==> src/pkg/fault_monitor_defines.vh <==
// Register offsets, field positions, reset values and timing counts
`ifndef FAULT_MONITOR_DEFINES_VH
`define FAULT_MONITOR_DEFINES_VH

// Register word offsets
`define OFS_CTRL        4'h0
`define OFS_EXC_STATUS  4'h1
`define OFS_EXC_MASK    4'h2
`define OFS_RST_CAUSE   4'h3
`define OFS_HV_STATUS   4'h4
`define OFS_WDT_LOAD    4'h5
`define OFS_WDT_KICK    4'h6
`define OFS_SP_LOW      4'h7
`define OFS_SP_HIGH     4'h8
`define OFS_SCRUB_ADDR  4'h9

// Control register fields
`define CTRL_WDT_EN     0
`define CTRL_DBL_READ   1
`define CTRL_INV_ECC    2
`define CTRL_BIGNUM_OFF 3
`define CTRL_RESET      8'h00

// Exception status fields
`define EXC_SENSOR      0
`define EXC_STACK       1
`define EXC_ECC         2
`define EXC_BIGNUM      3
`define EXC_FETCH       4
`define EXC_WIDTH       5

// Reset cause fields
`define RC_POWER        0
`define RC_SENSOR       1
`define RC_PARITY       2
`define RC_WATCHDOG     3
`define RC_FETCH        4
`define RC_WIDTH        5

// Stack mode select
`define SP_USER         2'h0
`define SP_PRIV         2'h1
`define SP_BOOT         2'h2

// Reset values
`define WDT_LOAD_RESET  16'hffff
`define SP_LOW_RESET    16'h0000
`define SP_HIGH_RESET   16'hffff

// RAM geometry
`define RAM_AW          8
`define RAM_DW          8

// Reset pulse length in cycles
`define RST_PULSE       4'h8

`endif

==> src/fault_monitor_exception_reset.v <==
// Fault supervision: sensors, RAM parity, stack limits, watchdog, causes
//
// Design decisions made here: the Avalon-MM register port and the register offsets.
`timescale 1ns/1ps
`include "fault_monitor_defines.vh"

module fault_monitor_exception_reset (
	// Clock and reset
	input  wire        clk,
	input  wire        nrst,
	// Avalon-MM slave
	input  wire [3:0]  address,
	input  wire        read,
	input  wire        write,
	input  wire [31:0] writedata,
	output reg  [31:0] readdata,
	output reg         waitrequest,
	// Sensor inputs, asynchronous
	input  wire        sensor_out_of_range,
	input  wire        sensor_fatal,
	// CPU RAM port
	input  wire        ram_read,
	input  wire        ram_write,
	input  wire [7:0]  ram_addr,
	input  wire [7:0]  ram_wdata,
	output reg  [7:0]  ram_rdata,
	// Stack pointer
	input  wire [1:0]  cpu_mode,
	input  wire [15:0] stack_pointer,
	// EEPROM
	input  wire        ee_write_active,
	input  wire        ee_hv_ok,
	input  wire        ee_ecc_error,
	output reg         ee_double_read_en,
	// Checked fetch and coprocessor
	input  wire        fetch_compare_fail,
	input  wire        bignum_access,
	// Outputs to the system
	output reg         irq,
	output reg         security_reset
);

	// Synchronisers for pin-level inputs
	reg [1:0] s_oor_reg;
	reg [1:0] s_fat_reg;
	reg [1:0] s_hvw_reg;
	reg [1:0] s_hvok_reg;
	always @(posedge clk) begin
		if (!nrst) begin
			s_oor_reg  <= 2'h0;
			s_fat_reg  <= 2'h0;
			s_hvw_reg  <= 2'h0;
			s_hvok_reg <= 2'h0;
		end else begin
			s_oor_reg  <= {s_oor_reg[0], sensor_out_of_range};
			s_fat_reg  <= {s_fat_reg[0], sensor_fatal};
			s_hvw_reg  <= {s_hvw_reg[0], ee_write_active};
			s_hvok_reg <= {s_hvok_reg[0], ee_hv_ok};
		end
	end
	wire oor   = s_oor_reg[1];
	wire fatal = s_fat_reg[1];
	wire hv_w  = s_hvw_reg[1];
	wire hv_ok = s_hvok_reg[1];

	// Software registers
	reg [7:0]  ctrl_reg;
	reg [4:0]  exc_status_reg;
	reg [4:0]  exc_mask_reg;
	reg [4:0]  rst_cause_reg;
	reg [1:0]  hv_status_reg;
	reg [15:0] wdt_load_reg;
	reg [15:0] wdt_cnt_reg;
	reg [15:0] sp_low_reg  [0:2];
	reg [15:0] sp_high_reg [0:2];
	reg [3:0]  rst_pulse_reg;
	reg        pending_reset_reg;
	reg [4:0]  pending_cause_reg;

	// RAM with parity bit per word
	reg [8:0]  ram_mem [0:255];
	reg [7:0]  lfsr_reg;
	reg        rd_check_reg;
	reg [8:0]  rd_word_reg;
	reg        scrub_check_reg;
	reg [8:0]  scrub_word_reg;
	reg [7:0]  scrub_last_reg;
	reg        zero_slot_reg;

	wire bus_wr = write && !waitrequest;
	wire bus_rd = read && !waitrequest;

	// Parity of stored words
	wire rd_par_err    = rd_check_reg &&
		(^rd_word_reg[7:0] != rd_word_reg[8]);
	wire scrub_par_err = scrub_check_reg &&
		(^scrub_word_reg[7:0] != scrub_word_reg[8]);
	wire parity_err    = rd_par_err || scrub_par_err;

	// Per-mode stack limit checks
	wire [2:0] sp_viol;
	genvar gi;
	generate
		for (gi = 0; gi < 3; gi = gi + 1) begin : g_sp
			localparam [1:0] MODE_SEL = gi;
			assign sp_viol[gi] = (cpu_mode == MODE_SEL) &&
				((stack_pointer < sp_low_reg[gi]) ||
				(stack_pointer > sp_high_reg[gi]));
		end
	endgenerate

	// Watchdog expiry
	wire wdt_en     = ctrl_reg[`CTRL_WDT_EN];
	wire wdt_expire = wdt_en && (wdt_cnt_reg == 16'h0000);

	// Exception events, sensors not maskable at source
	wire [4:0] exc_ev;
	assign exc_ev[`EXC_SENSOR] = oor;
	assign exc_ev[`EXC_STACK]  = |sp_viol;
	assign exc_ev[`EXC_ECC]    = ee_ecc_error &&
		ctrl_reg[`CTRL_INV_ECC];
	assign exc_ev[`EXC_BIGNUM] = bignum_access &&
		ctrl_reg[`CTRL_BIGNUM_OFF];
	assign exc_ev[`EXC_FETCH]  = fetch_compare_fail;

	// Reset events
	wire [4:0] rst_ev;
	assign rst_ev[`RC_POWER]    = 1'b0;
	assign rst_ev[`RC_SENSOR]   = fatal;
	assign rst_ev[`RC_PARITY]   = parity_err;
	assign rst_ev[`RC_WATCHDOG] = wdt_expire;
	assign rst_ev[`RC_FETCH]    = fetch_compare_fail;
	wire any_rst = |rst_ev;

	// Scrubber may use RAM only while CPU is idle
	wire cpu_ram = ram_read || ram_write;
	// Extra slot for the one address the LFSR never yields
	wire       scrub_gap  = (lfsr_reg == 8'h80) && !zero_slot_reg;
	wire [7:0] scrub_addr = scrub_gap ? 8'hff : (lfsr_reg ^ 8'hff);

	// RAM access, parity generation and scrubbing
	always @(posedge clk) begin
		if (ram_write) begin
			ram_mem[ram_addr] <= {^ram_wdata, ram_wdata};
		end
	end
	always @(posedge clk) begin
		if (!nrst) begin
			lfsr_reg        <= 8'h01;
			rd_check_reg    <= 1'b0;
			rd_word_reg     <= 9'h000;
			scrub_check_reg <= 1'b0;
			scrub_word_reg  <= 9'h000;
			scrub_last_reg  <= 8'h00;
			zero_slot_reg   <= 1'b0;
			ram_rdata       <= 8'h00;
		end else begin
			rd_check_reg <= ram_read;
			if (ram_read) begin
				rd_word_reg <= ram_mem[ram_addr];
				ram_rdata   <= ram_mem[ram_addr][7:0];
			end
			// Random visit order, LFSR plus zero slot
			scrub_check_reg <= !cpu_ram;
			if (!cpu_ram) begin
				scrub_word_reg <= ram_mem[scrub_addr];
				scrub_last_reg <= scrub_addr;
				zero_slot_reg  <= scrub_gap;
				if (!scrub_gap) begin
					lfsr_reg <= {lfsr_reg[6:0],
						lfsr_reg[7] ^ lfsr_reg[5] ^
						lfsr_reg[4] ^ lfsr_reg[3]};
				end
			end
		end
	end

	// Security reset pulse generation
	always @(posedge clk) begin
		if (!nrst) begin
			rst_pulse_reg     <= 4'h0;
			security_reset    <= 1'b0;
			pending_reset_reg <= 1'b0;
			pending_cause_reg <= 5'h00;
		end else begin
			if (any_rst && rst_pulse_reg == 4'h0) begin
				rst_pulse_reg     <= `RST_PULSE;
				security_reset    <= 1'b1;
				pending_reset_reg <= 1'b1;
				pending_cause_reg <= rst_ev;
			end else if (rst_pulse_reg != 4'h0) begin
				rst_pulse_reg  <= rst_pulse_reg - 4'h1;
				security_reset <= (rst_pulse_reg != 4'h1);
				if (rst_pulse_reg == 4'h1) begin
					pending_reset_reg <= 1'b0;
				end
			end
		end
	end

	// Register file and block state
	integer k;
	always @(posedge clk) begin
		if (!nrst) begin
			ctrl_reg       <= `CTRL_RESET;
			exc_status_reg <= 5'h00;
			exc_mask_reg   <= 5'h00;
			rst_cause_reg  <= 5'h01;
			hv_status_reg  <= 2'h0;
			wdt_load_reg   <= `WDT_LOAD_RESET;
			wdt_cnt_reg    <= `WDT_LOAD_RESET;
			for (k = 0; k < 3; k = k + 1) begin
				sp_low_reg[k]  <= `SP_LOW_RESET;
				sp_high_reg[k] <= `SP_HIGH_RESET;
			end
		end else if (pending_reset_reg) begin
			// Security reset returns all registers except rst_cause_reg to defaults; the cause is ORed in
			ctrl_reg       <= `CTRL_RESET;
			exc_status_reg <= 5'h00;
			exc_mask_reg   <= 5'h00;
			hv_status_reg  <= 2'h0;
			wdt_load_reg   <= `WDT_LOAD_RESET;
			wdt_cnt_reg    <= `WDT_LOAD_RESET;
			rst_cause_reg  <= rst_cause_reg | pending_cause_reg;
			for (k = 0; k < 3; k = k + 1) begin
				sp_low_reg[k]  <= `SP_LOW_RESET;
				sp_high_reg[k] <= `SP_HIGH_RESET;
			end
		end else begin
			// Sticky exception reasons, set wins over clear
			if (bus_wr && address == `OFS_EXC_STATUS) begin
				exc_status_reg <= (exc_status_reg &
					~writedata[4:0]) | exc_ev;
			end else begin
				exc_status_reg <= exc_status_reg | exc_ev;
			end
			// Reset cause cleared by writing ones
			if (bus_wr && address == `OFS_RST_CAUSE) begin
				rst_cause_reg <= rst_cause_reg &
					~writedata[4:0];
			end
			// Write voltage latched only, no event
			if (hv_w) begin
				hv_status_reg <= {1'b1, hv_ok};
			end else if (bus_wr && address == `OFS_HV_STATUS) begin
				hv_status_reg <= 2'h0;
			end
			if (bus_wr && address == `OFS_CTRL) begin
				ctrl_reg <= writedata[7:0];
			end
			if (bus_wr && address == `OFS_EXC_MASK) begin
				exc_mask_reg <= writedata[4:0];
			end
			if (bus_wr && address == `OFS_WDT_LOAD) begin
				wdt_load_reg <= writedata[15:0];
			end
			if (bus_wr && address == `OFS_SP_LOW &&
				writedata[17:16] != 2'h3) begin
				sp_low_reg[writedata[17:16]] <= writedata[15:0];
			end
			if (bus_wr && address == `OFS_SP_HIGH &&
				writedata[17:16] != 2'h3) begin
				sp_high_reg[writedata[17:16]] <= writedata[15:0];
			end
			// Watchdog count, reloaded by kick or while off
			if (!wdt_en || (bus_wr && address == `OFS_WDT_KICK)) begin
				wdt_cnt_reg <= wdt_load_reg;
			end else if (wdt_cnt_reg != 16'h0000) begin
				wdt_cnt_reg <= wdt_cnt_reg - 16'h0001;
			end
		end
	end

	// Bus answer: one wait cycle then data
	always @(posedge clk) begin
		if (!nrst) begin
			waitrequest <= 1'b1;
			readdata    <= 32'h00000000;
		end else begin
			waitrequest <= !((read || write) && waitrequest);
			if (read && waitrequest) begin
				case (address)
				`OFS_CTRL:       readdata <= {24'h000000, ctrl_reg};
				`OFS_EXC_STATUS: readdata <= {27'h0, exc_status_reg};
				`OFS_EXC_MASK:   readdata <= {27'h0, exc_mask_reg};
				`OFS_RST_CAUSE:  readdata <= {27'h0, rst_cause_reg};
				`OFS_HV_STATUS:  readdata <= {30'h0, hv_status_reg};
				`OFS_WDT_LOAD:   readdata <= {16'h0000, wdt_load_reg};
				`OFS_WDT_KICK:   readdata <= {16'h0000, wdt_cnt_reg};
				`OFS_SP_LOW:     readdata <= {16'h0000, sp_low_reg[0]};
				`OFS_SP_HIGH:    readdata <= {16'h0000, sp_high_reg[0]};
				`OFS_SCRUB_ADDR: readdata <= {24'h000000, scrub_last_reg};
				default:         readdata <= 32'h00000000;
				endcase
			end else if (bus_rd) begin
				readdata <= readdata;
			end
		end
	end

	// Interrupt and EEPROM control outputs
	always @(posedge clk) begin
		if (!nrst) begin
			irq               <= 1'b0;
			ee_double_read_en <= 1'b0;
		end else begin
			irq <= |(exc_status_reg & exc_mask_reg);
			ee_double_read_en <= ctrl_reg[`CTRL_DBL_READ];
		end
	end

endmodule
==> config.mk <==
export PLATFORM = sky130hd
export DESIGN_NAME = fault_monitor_exception_reset
export DESIGN_NICKNAME = d
export VERILOG_FILES = /design/src/fault_monitor_exception_reset.v
export VERILOG_INCLUDE_DIRS = /design/src /design/src/pkg
export SDC_FILE = /design/constraint.sdc
export NUM_CORES = 2
export LEC_CHECK = 0
export BUFFER_PORTS_ARGS = -buffer_cell sky130_fd_sc_hd__buf_2
export CORE_MARGIN = 3
export CORE_UTILIZATION = 25
export DETAILED_ROUTE_END_ITERATION = 6
export PLACE_DENSITY = 0.4
export SETUP_SLACK_MARGIN = 0.1
export SYNTH_ARGS = -nofsm -noshare
export SYNTH_HDL_FRONTEND = slang
export SYNTH_SLANG_ARGS = --single-unit
==> constraint.sdc <==
create_clock -name clk -period 35.5 [get_ports clk]
set_input_delay 8.875 -clock clk [delete_from_list [all_inputs] [get_ports clk]]
set_output_delay 8.875 -clock clk [all_outputs]
set_load 0.05 [all_outputs]
**Word level (Yosys, flattened, before mapping)**

Memories as Yosys holds them, arrays and structs flattened. A register that Yosys moved wholly into a read port is not among the register bits.
Index checks and enable logic that the tools add are counted.

- Register bits after elaboration: 146
- Bits in latches: 0
- Memory bits (writable): 2400
- ROM bits: 0
- Bits of input ports: 83
- Output and inout bits: 44
- Memories: 3

- $add $sub $neg: 2
- Multiply operators: 0
- Div/mod/pow operators: 0
- Magnitude comparators: 6
- Eq/ne operators: 17
- Shift operators: 0
- Muxes and demuxes: 42
- Bitwise gates (word level): 20
- Reduce and logical (&&, ||, !) cells: 61

Memory list:

| memory | words | bits a word | rd ports | clocked after Yosys merged registers in | write ports | RTL line | source |
|---|---|---|---|---|---|---|---|
| ram_mem | 256 | 9 | 2 | 1 | 1 | fault_monitor_exception_reset.v:81 | `reg [8:0] ram_mem [0:255];` |
| sp_high_reg | 3 | 16 | 3 | 0 | 3 | fault_monitor_exception_reset.v:75 | `reg [15:0] sp_high_reg [0:2];` |
| sp_low_reg | 3 | 16 | 3 | 0 | 3 | fault_monitor_exception_reset.v:74 | `reg [15:0] sp_low_reg [0:2];` |

Operators with widths:

| kind | count |
|---|---|
| 2-to-1 mux 16 bit | 10 |
| one-hot mux 16 bit (10 select lines) | 1 |
| greater-than comparator 16 bit | 3 |
| < comparator 16 bit | 3 |
| OR reduction 16 bit | 2 |
| logical AND 1 bit | 24 |
| parity 8 bit | 3 |
| 2-to-1 mux 1 bit | 21 |
| == test 4 x 3 -> 1 bit, second input constant | 4 |
| logical NOT 16 bit | 1 |
| nonzero test 16 bit | 1 |
| subtractor 16 x 1 -> 16 bit, second input constant | 1 |
| AND 5 bit | 3 |
| 2-to-1 mux 5 bit | 3 |
| bitwise OR 5 bit | 3 |
| nonzero test 2 bit | 5 |
| == test 4 x 1 -> 1 bit, second input constant | 2 |
| == test 4 x 2 -> 1 bit, second input constant | 2 |
| == test 4 bit, second input constant | 2 |
| == test 8 bit, second input constant | 1 |
| logical NOT 4 bit | 2 |
| 2-to-1 mux 2 bit | 4 |
| 2-to-1 mux 4 bit | 2 |
| 2-to-1 mux 8 bit | 1 |
| other kinds (20) | 44 |

**Depth between registers and ports, before layout**

- Depth after elaboration: 10
- Mapped depth: 14
- Gate-level depth less buffers: 10

**Worst setup path before layout**

No wires, ideal clock.

- Kind: input-to-reg
- Start: input port ram_wdata[7]
- End: memory ram_mem[0][8] (data pin)
- Data arrival time: 16419 ps
- Data required time: 33853 ps
- Setup slack: 17435 ps
- Stages on the path: 3
- Buffers on the path: 0
- Cell sequence: xor2_1 > xnor2_1 > xnor2_1

- Cells in the longest elaborated chain, start to end: 1

Ends and longest elaborated chain:

| element | RTL line | source |
|---|---|---|
| from (decl) | fault_monitor_exception_reset.v:25 | `input wire [7:0] ram_wdata,` |
| parity 8 bit | fault_monitor_exception_reset.v:144 | `ram_mem[ram_addr] <= {^ram_wdata, ram_wdata};` |
| to (decl) | fault_monitor_exception_reset.v:81 |  |

Every way passes these cells.

**Worst setup path in the final report**

- Start: input port ram_addr[1]
- End: register ram_rdata[3], read port of ram_mem

- Cells in the longest elaborated chain, start to end: 1

Ends and longest elaborated chain:

| element | RTL line | source |
|---|---|---|
| from (decl) | fault_monitor_exception_reset.v:24 | `input wire [7:0] ram_addr,` |
| memory read (256 x 9 bit) | - |  |
| to (decl) | fault_monitor_exception_reset.v:26 | `output reg [7:0] ram_rdata,` |

Every way passes these cells.
A chain may end at the register's enable or synchronous reset.

==> summary.md <==
| Metric | Value |
|---|---|
| Outcome | `finished clean` |
| Top_reg_cell synth | `edfxtp_1` |
| Post-DP Area | `0.130 sq mm` |
| Final wirelength | `496 mm` |
| Worst Path Required | `36.33 ns` |
| Post-route cell area | `0.139 sq mm` |
| Fillcell total | `47000` |
| Power, Total | `about 0.0071 W` |
| Port Buffer Count | `96` |
| Library cells used by synthesis | `between 70 and 80` |
| First-pass GRT wire length | `666 mm` |
| Final worst path period need | `13.83 ns` |
| Final core occ | `29.2%` |
| Final Hold Viols | `0` |
| Most common cell after layout, fill and taps aside | `edfxtp_1` |
| Ys Warns | `0` |
| Synth Register Bits | `2531` |
| Most frequent cells in the layout | `edfxtp_1 (2400), mux4_2 (1130), buf_4 (417)` |
| Final setup fails | `0` |
| Peak Freq | `between 0.07 and 0.08 GHz` |
| Critical Path Most Common Cell | `buf_4` |
| Asr flop ratio synth | `0%` |
| Register area | `roughly 0.075 sq mm` |
| Max FO, Critical Path | `35` |
| 1st-pass router iterations | `7` |
| Vias post-DR | `around 73000` |
| Share of layout cells above drive strength 1 | `30.2%` |
| Clk buf depth | `4` |
| Arrival time worst endpoint | `around 15 ns` |
| Largest register FFs | `2304` |
| Post-synthesis sequential area ratio | `62.2%` |
| Clock sinks | `2531` |
| Post-DR vias/cell | `about 5.3` |
| Clock slew at reported path FFs | `0.06 ns` |
| Area share of the largest cell type after synthesis | `60.1%` |
| CTS Root Buffer Type | `clkbuf_16` |
| Worst skew pair latency | `0.99 ns` |
| Critical-path cell list | `buf_8, buf_4, buf_4, buf_4, buf_4, mux4_2, mux2i_1, o22ai_1, nor2_1, nor2_1, nor3_1, a31oi_1` |
| Net count reported at finish | `7300` |
| Post-route ant nets | `0` |
| Slowest CP cell | `buf_4` |
| Die height | `699 um` |
| Synth Area in Compound Gates | `4.67%` |
| Io pins | `127` |
| Post-Synth XOR/XNOR Area | `0.249%` |
| Adder-cell share of the synthesized area | `1.00%` |
| Kind of critical path | `primary input to flop` |
| Slew Limit Fails | `0` |
| DR iter-0 viols | `between 9000 and 10000` |
| Mux contribution to synthesized area | `around 25%` |
| CTS hold repair buffers | `0` |
| DP Wirelength | `324 mm` |
| Min-delay worst type | `flop to flop` |
| Yosys top cell by area | `edfxtp_1` |
| Post-Synth Simple-Gate Area | `4.34%` |
| GRT Total Usage | `19.7%` |
| Fin Setup TNS | `0 ns` |
| Grt ovf | `0` |
| Crit path launch type | `primary input` |
| Die area | `0.488 sq mm` |
| Area contributors post-synth | `edfxtp_1 (60%), mux4_2 (21%), mux2i_1 (3.4%)` |
| GPL Wtd Cong | `0.896` |
| Antenna violations before repair | `49` |
| Initial Util | `25.2%` |
| Placed cell count | `13200` |
| Layout Cells excl Fill | `13800` |
| Post-cts sizing count | `0` |
| Row Count | `253` |
| Largest net degree at the start of global routing | `225` |
| Drt drc | `0` |
| Wire per inst | `36.0 um` |
| Area of the multi-input gates | `between 0.04 and 0.05 sq mm` |
| Die width | `699 um` |
| Clk_skew | `between 0.09 and 0.1 ns` |
| RSZ-0062 raised after global routing | `false` |
| H-tree lvl count | `5` |
| Area Growth Syn to Fin | `16.1%` |
| Worst IR Drop VDD | `between 0.00003 and 0.00004 V` |
| CTS buffer count | `~310` |
| Post-synth EDFFs | `2400` |
| Leak | `45.5 nW` |
| Post-synthesis cell count | `just under 7000` |
| Syn Area/Cell | `17.6 sq um` |
| Vias in the first global route | `73300` |
| Slew @ Worst Pin | `1.40 ns` |
| Max cap viols | `0` |
| Max-slew headroom | `4.05%` |
| Main combinational cell family by area after synthesis | `multiplexers` |
| CP Capture Type | `flop` |
| Final Cycle Share | `39.0%` |
| Post-synthesis instance area | `between 0.1 and 0.15 sq mm` |
| Postcts setup bufs | `0` |
| CP max stage delay | `about 0.7 ns` |
| Core Region | `0.476 sq mm` |
| Pwr Density | `51.3 mW/mm^2` |
| CTS tree | `done` |
-- path summary, 6_finish.rpt --
path,from,end,cells past startpoint,slack [ns]
worst max-delay path,ram_addr[1],ram_rdata[3]$_SDFFE_PN0P_,12,21.67
worst min-delay path,waitrequest$_SDFF_PN1_,waitrequest$_SDFF_PN1_,1,0.44
worst max register to register,lfsr_reg[0]$_SDFFE_PN1P_,scrub_word_reg[4]$_SDFFE_PN0P_,10,28.62
worst min register to register,waitrequest$_SDFF_PN1_,waitrequest$_SDFF_PN1_,1,0.44
-- routing by layer --
| layer | GRT usage (%) | share of wire [%] | wire (um) | vias to the layer above |
|---|---|---|---|---|
| li1 | - | - | - | 29000 |
| met1 | 27.5 | 43 | 213000 | 40100 |
| met2 | 30.1 | 45 | 221000 | 3615 |
| met3 | 4.24 | 8.2 | 40700 | 714 |
| met4 | 7.32 | 4.2 | 20900 | 12 |
| met5 | 0 | 0.021 | 104 | - |
-- cell usage after synthesis (9+ instances only) --
cell and count:
xnor2_1 22, a211oi_1 34, and2_1 67, o211ai_1 23, buf_6 29, nand2_1 238
o21a_1 10, ha_1 96, nand2b_1 41, a221oi_1 33, a21oi_1 169, dfxtp_1 131
o21ai_0 144, a21boi_0 11, and3_1 29, o32ai_1 11, nor4_1 15, o221ai_1 18
edfxtp_1 2400, a22oi_1 122, o2111ai_1 14, nor3_1 52, a22o_1 46, mux2_2 34
mux4_2 1130, inv_1 105, buf_1 48, nor2_1 399, buf_2 116, nor2b_1 65
clkbuf_1 282, o22ai_1 62, a2111oi_0 9, nand3_1 107, buf_4 76, nand4_1 31
a31oi_1 26, a21o_1 25, or2_2 41, mux2i_1 404
-- cell type report --
type / count / area share, %
flip-flops and latches: 2531 / 53.6
multi-input cells: 3650 / 30.5
clock buffers: 390 / 5.79
well taps: 6375 / 5.73
repair buffers: 525 / 2.85
clock inverters: 159 / 1.14
inverters: 107 / 0.294
diodes: 16 / 0.0287
-- worst max-delay path: cells and delay by family --
kind                   cells  cell delay (ns)
buffers and inverters      5             2.93
multiplexers               2             1.09
AND/OR/NAND/NOR            3             1.09
AO/OA/AOI/OAI              2             0.53
-- logic make-up after synthesis --
family                   Yosys count
AO/OA/AOI/OAI                    829
XOR/XNOR                          31
adder cells (fa/ha/maj)           96
buffers and inverters            658
flip-flops                      2531
multiplexers                    1568
other                              1
AND/OR/NAND/NOR                 1110
-- power breakdown --
| group | switching, W | internal [W] | total, W |
|---|---|---|---|
| sequential | 0.0000223 | 0.00333 | 0.00336 |
| clock | 0.00132 | 0.00178 | 0.00311 |
| combinational | 0.000458 | 0.000226 | 0.000684 |
| total | 0.00180 | 0.00534 | 0.00715 |
-- stage by stage --
step                      hold slack [ns]  setup slack [ns]
after floorplan                     0.412             17.43
after global placement              0.420             20.48
after detailed placement            0.423             20.52
after CTS                           0.437             21.60
after global routing                0.475             21.44
final                               0.435             21.67
(Power assumes the default switching activity.)
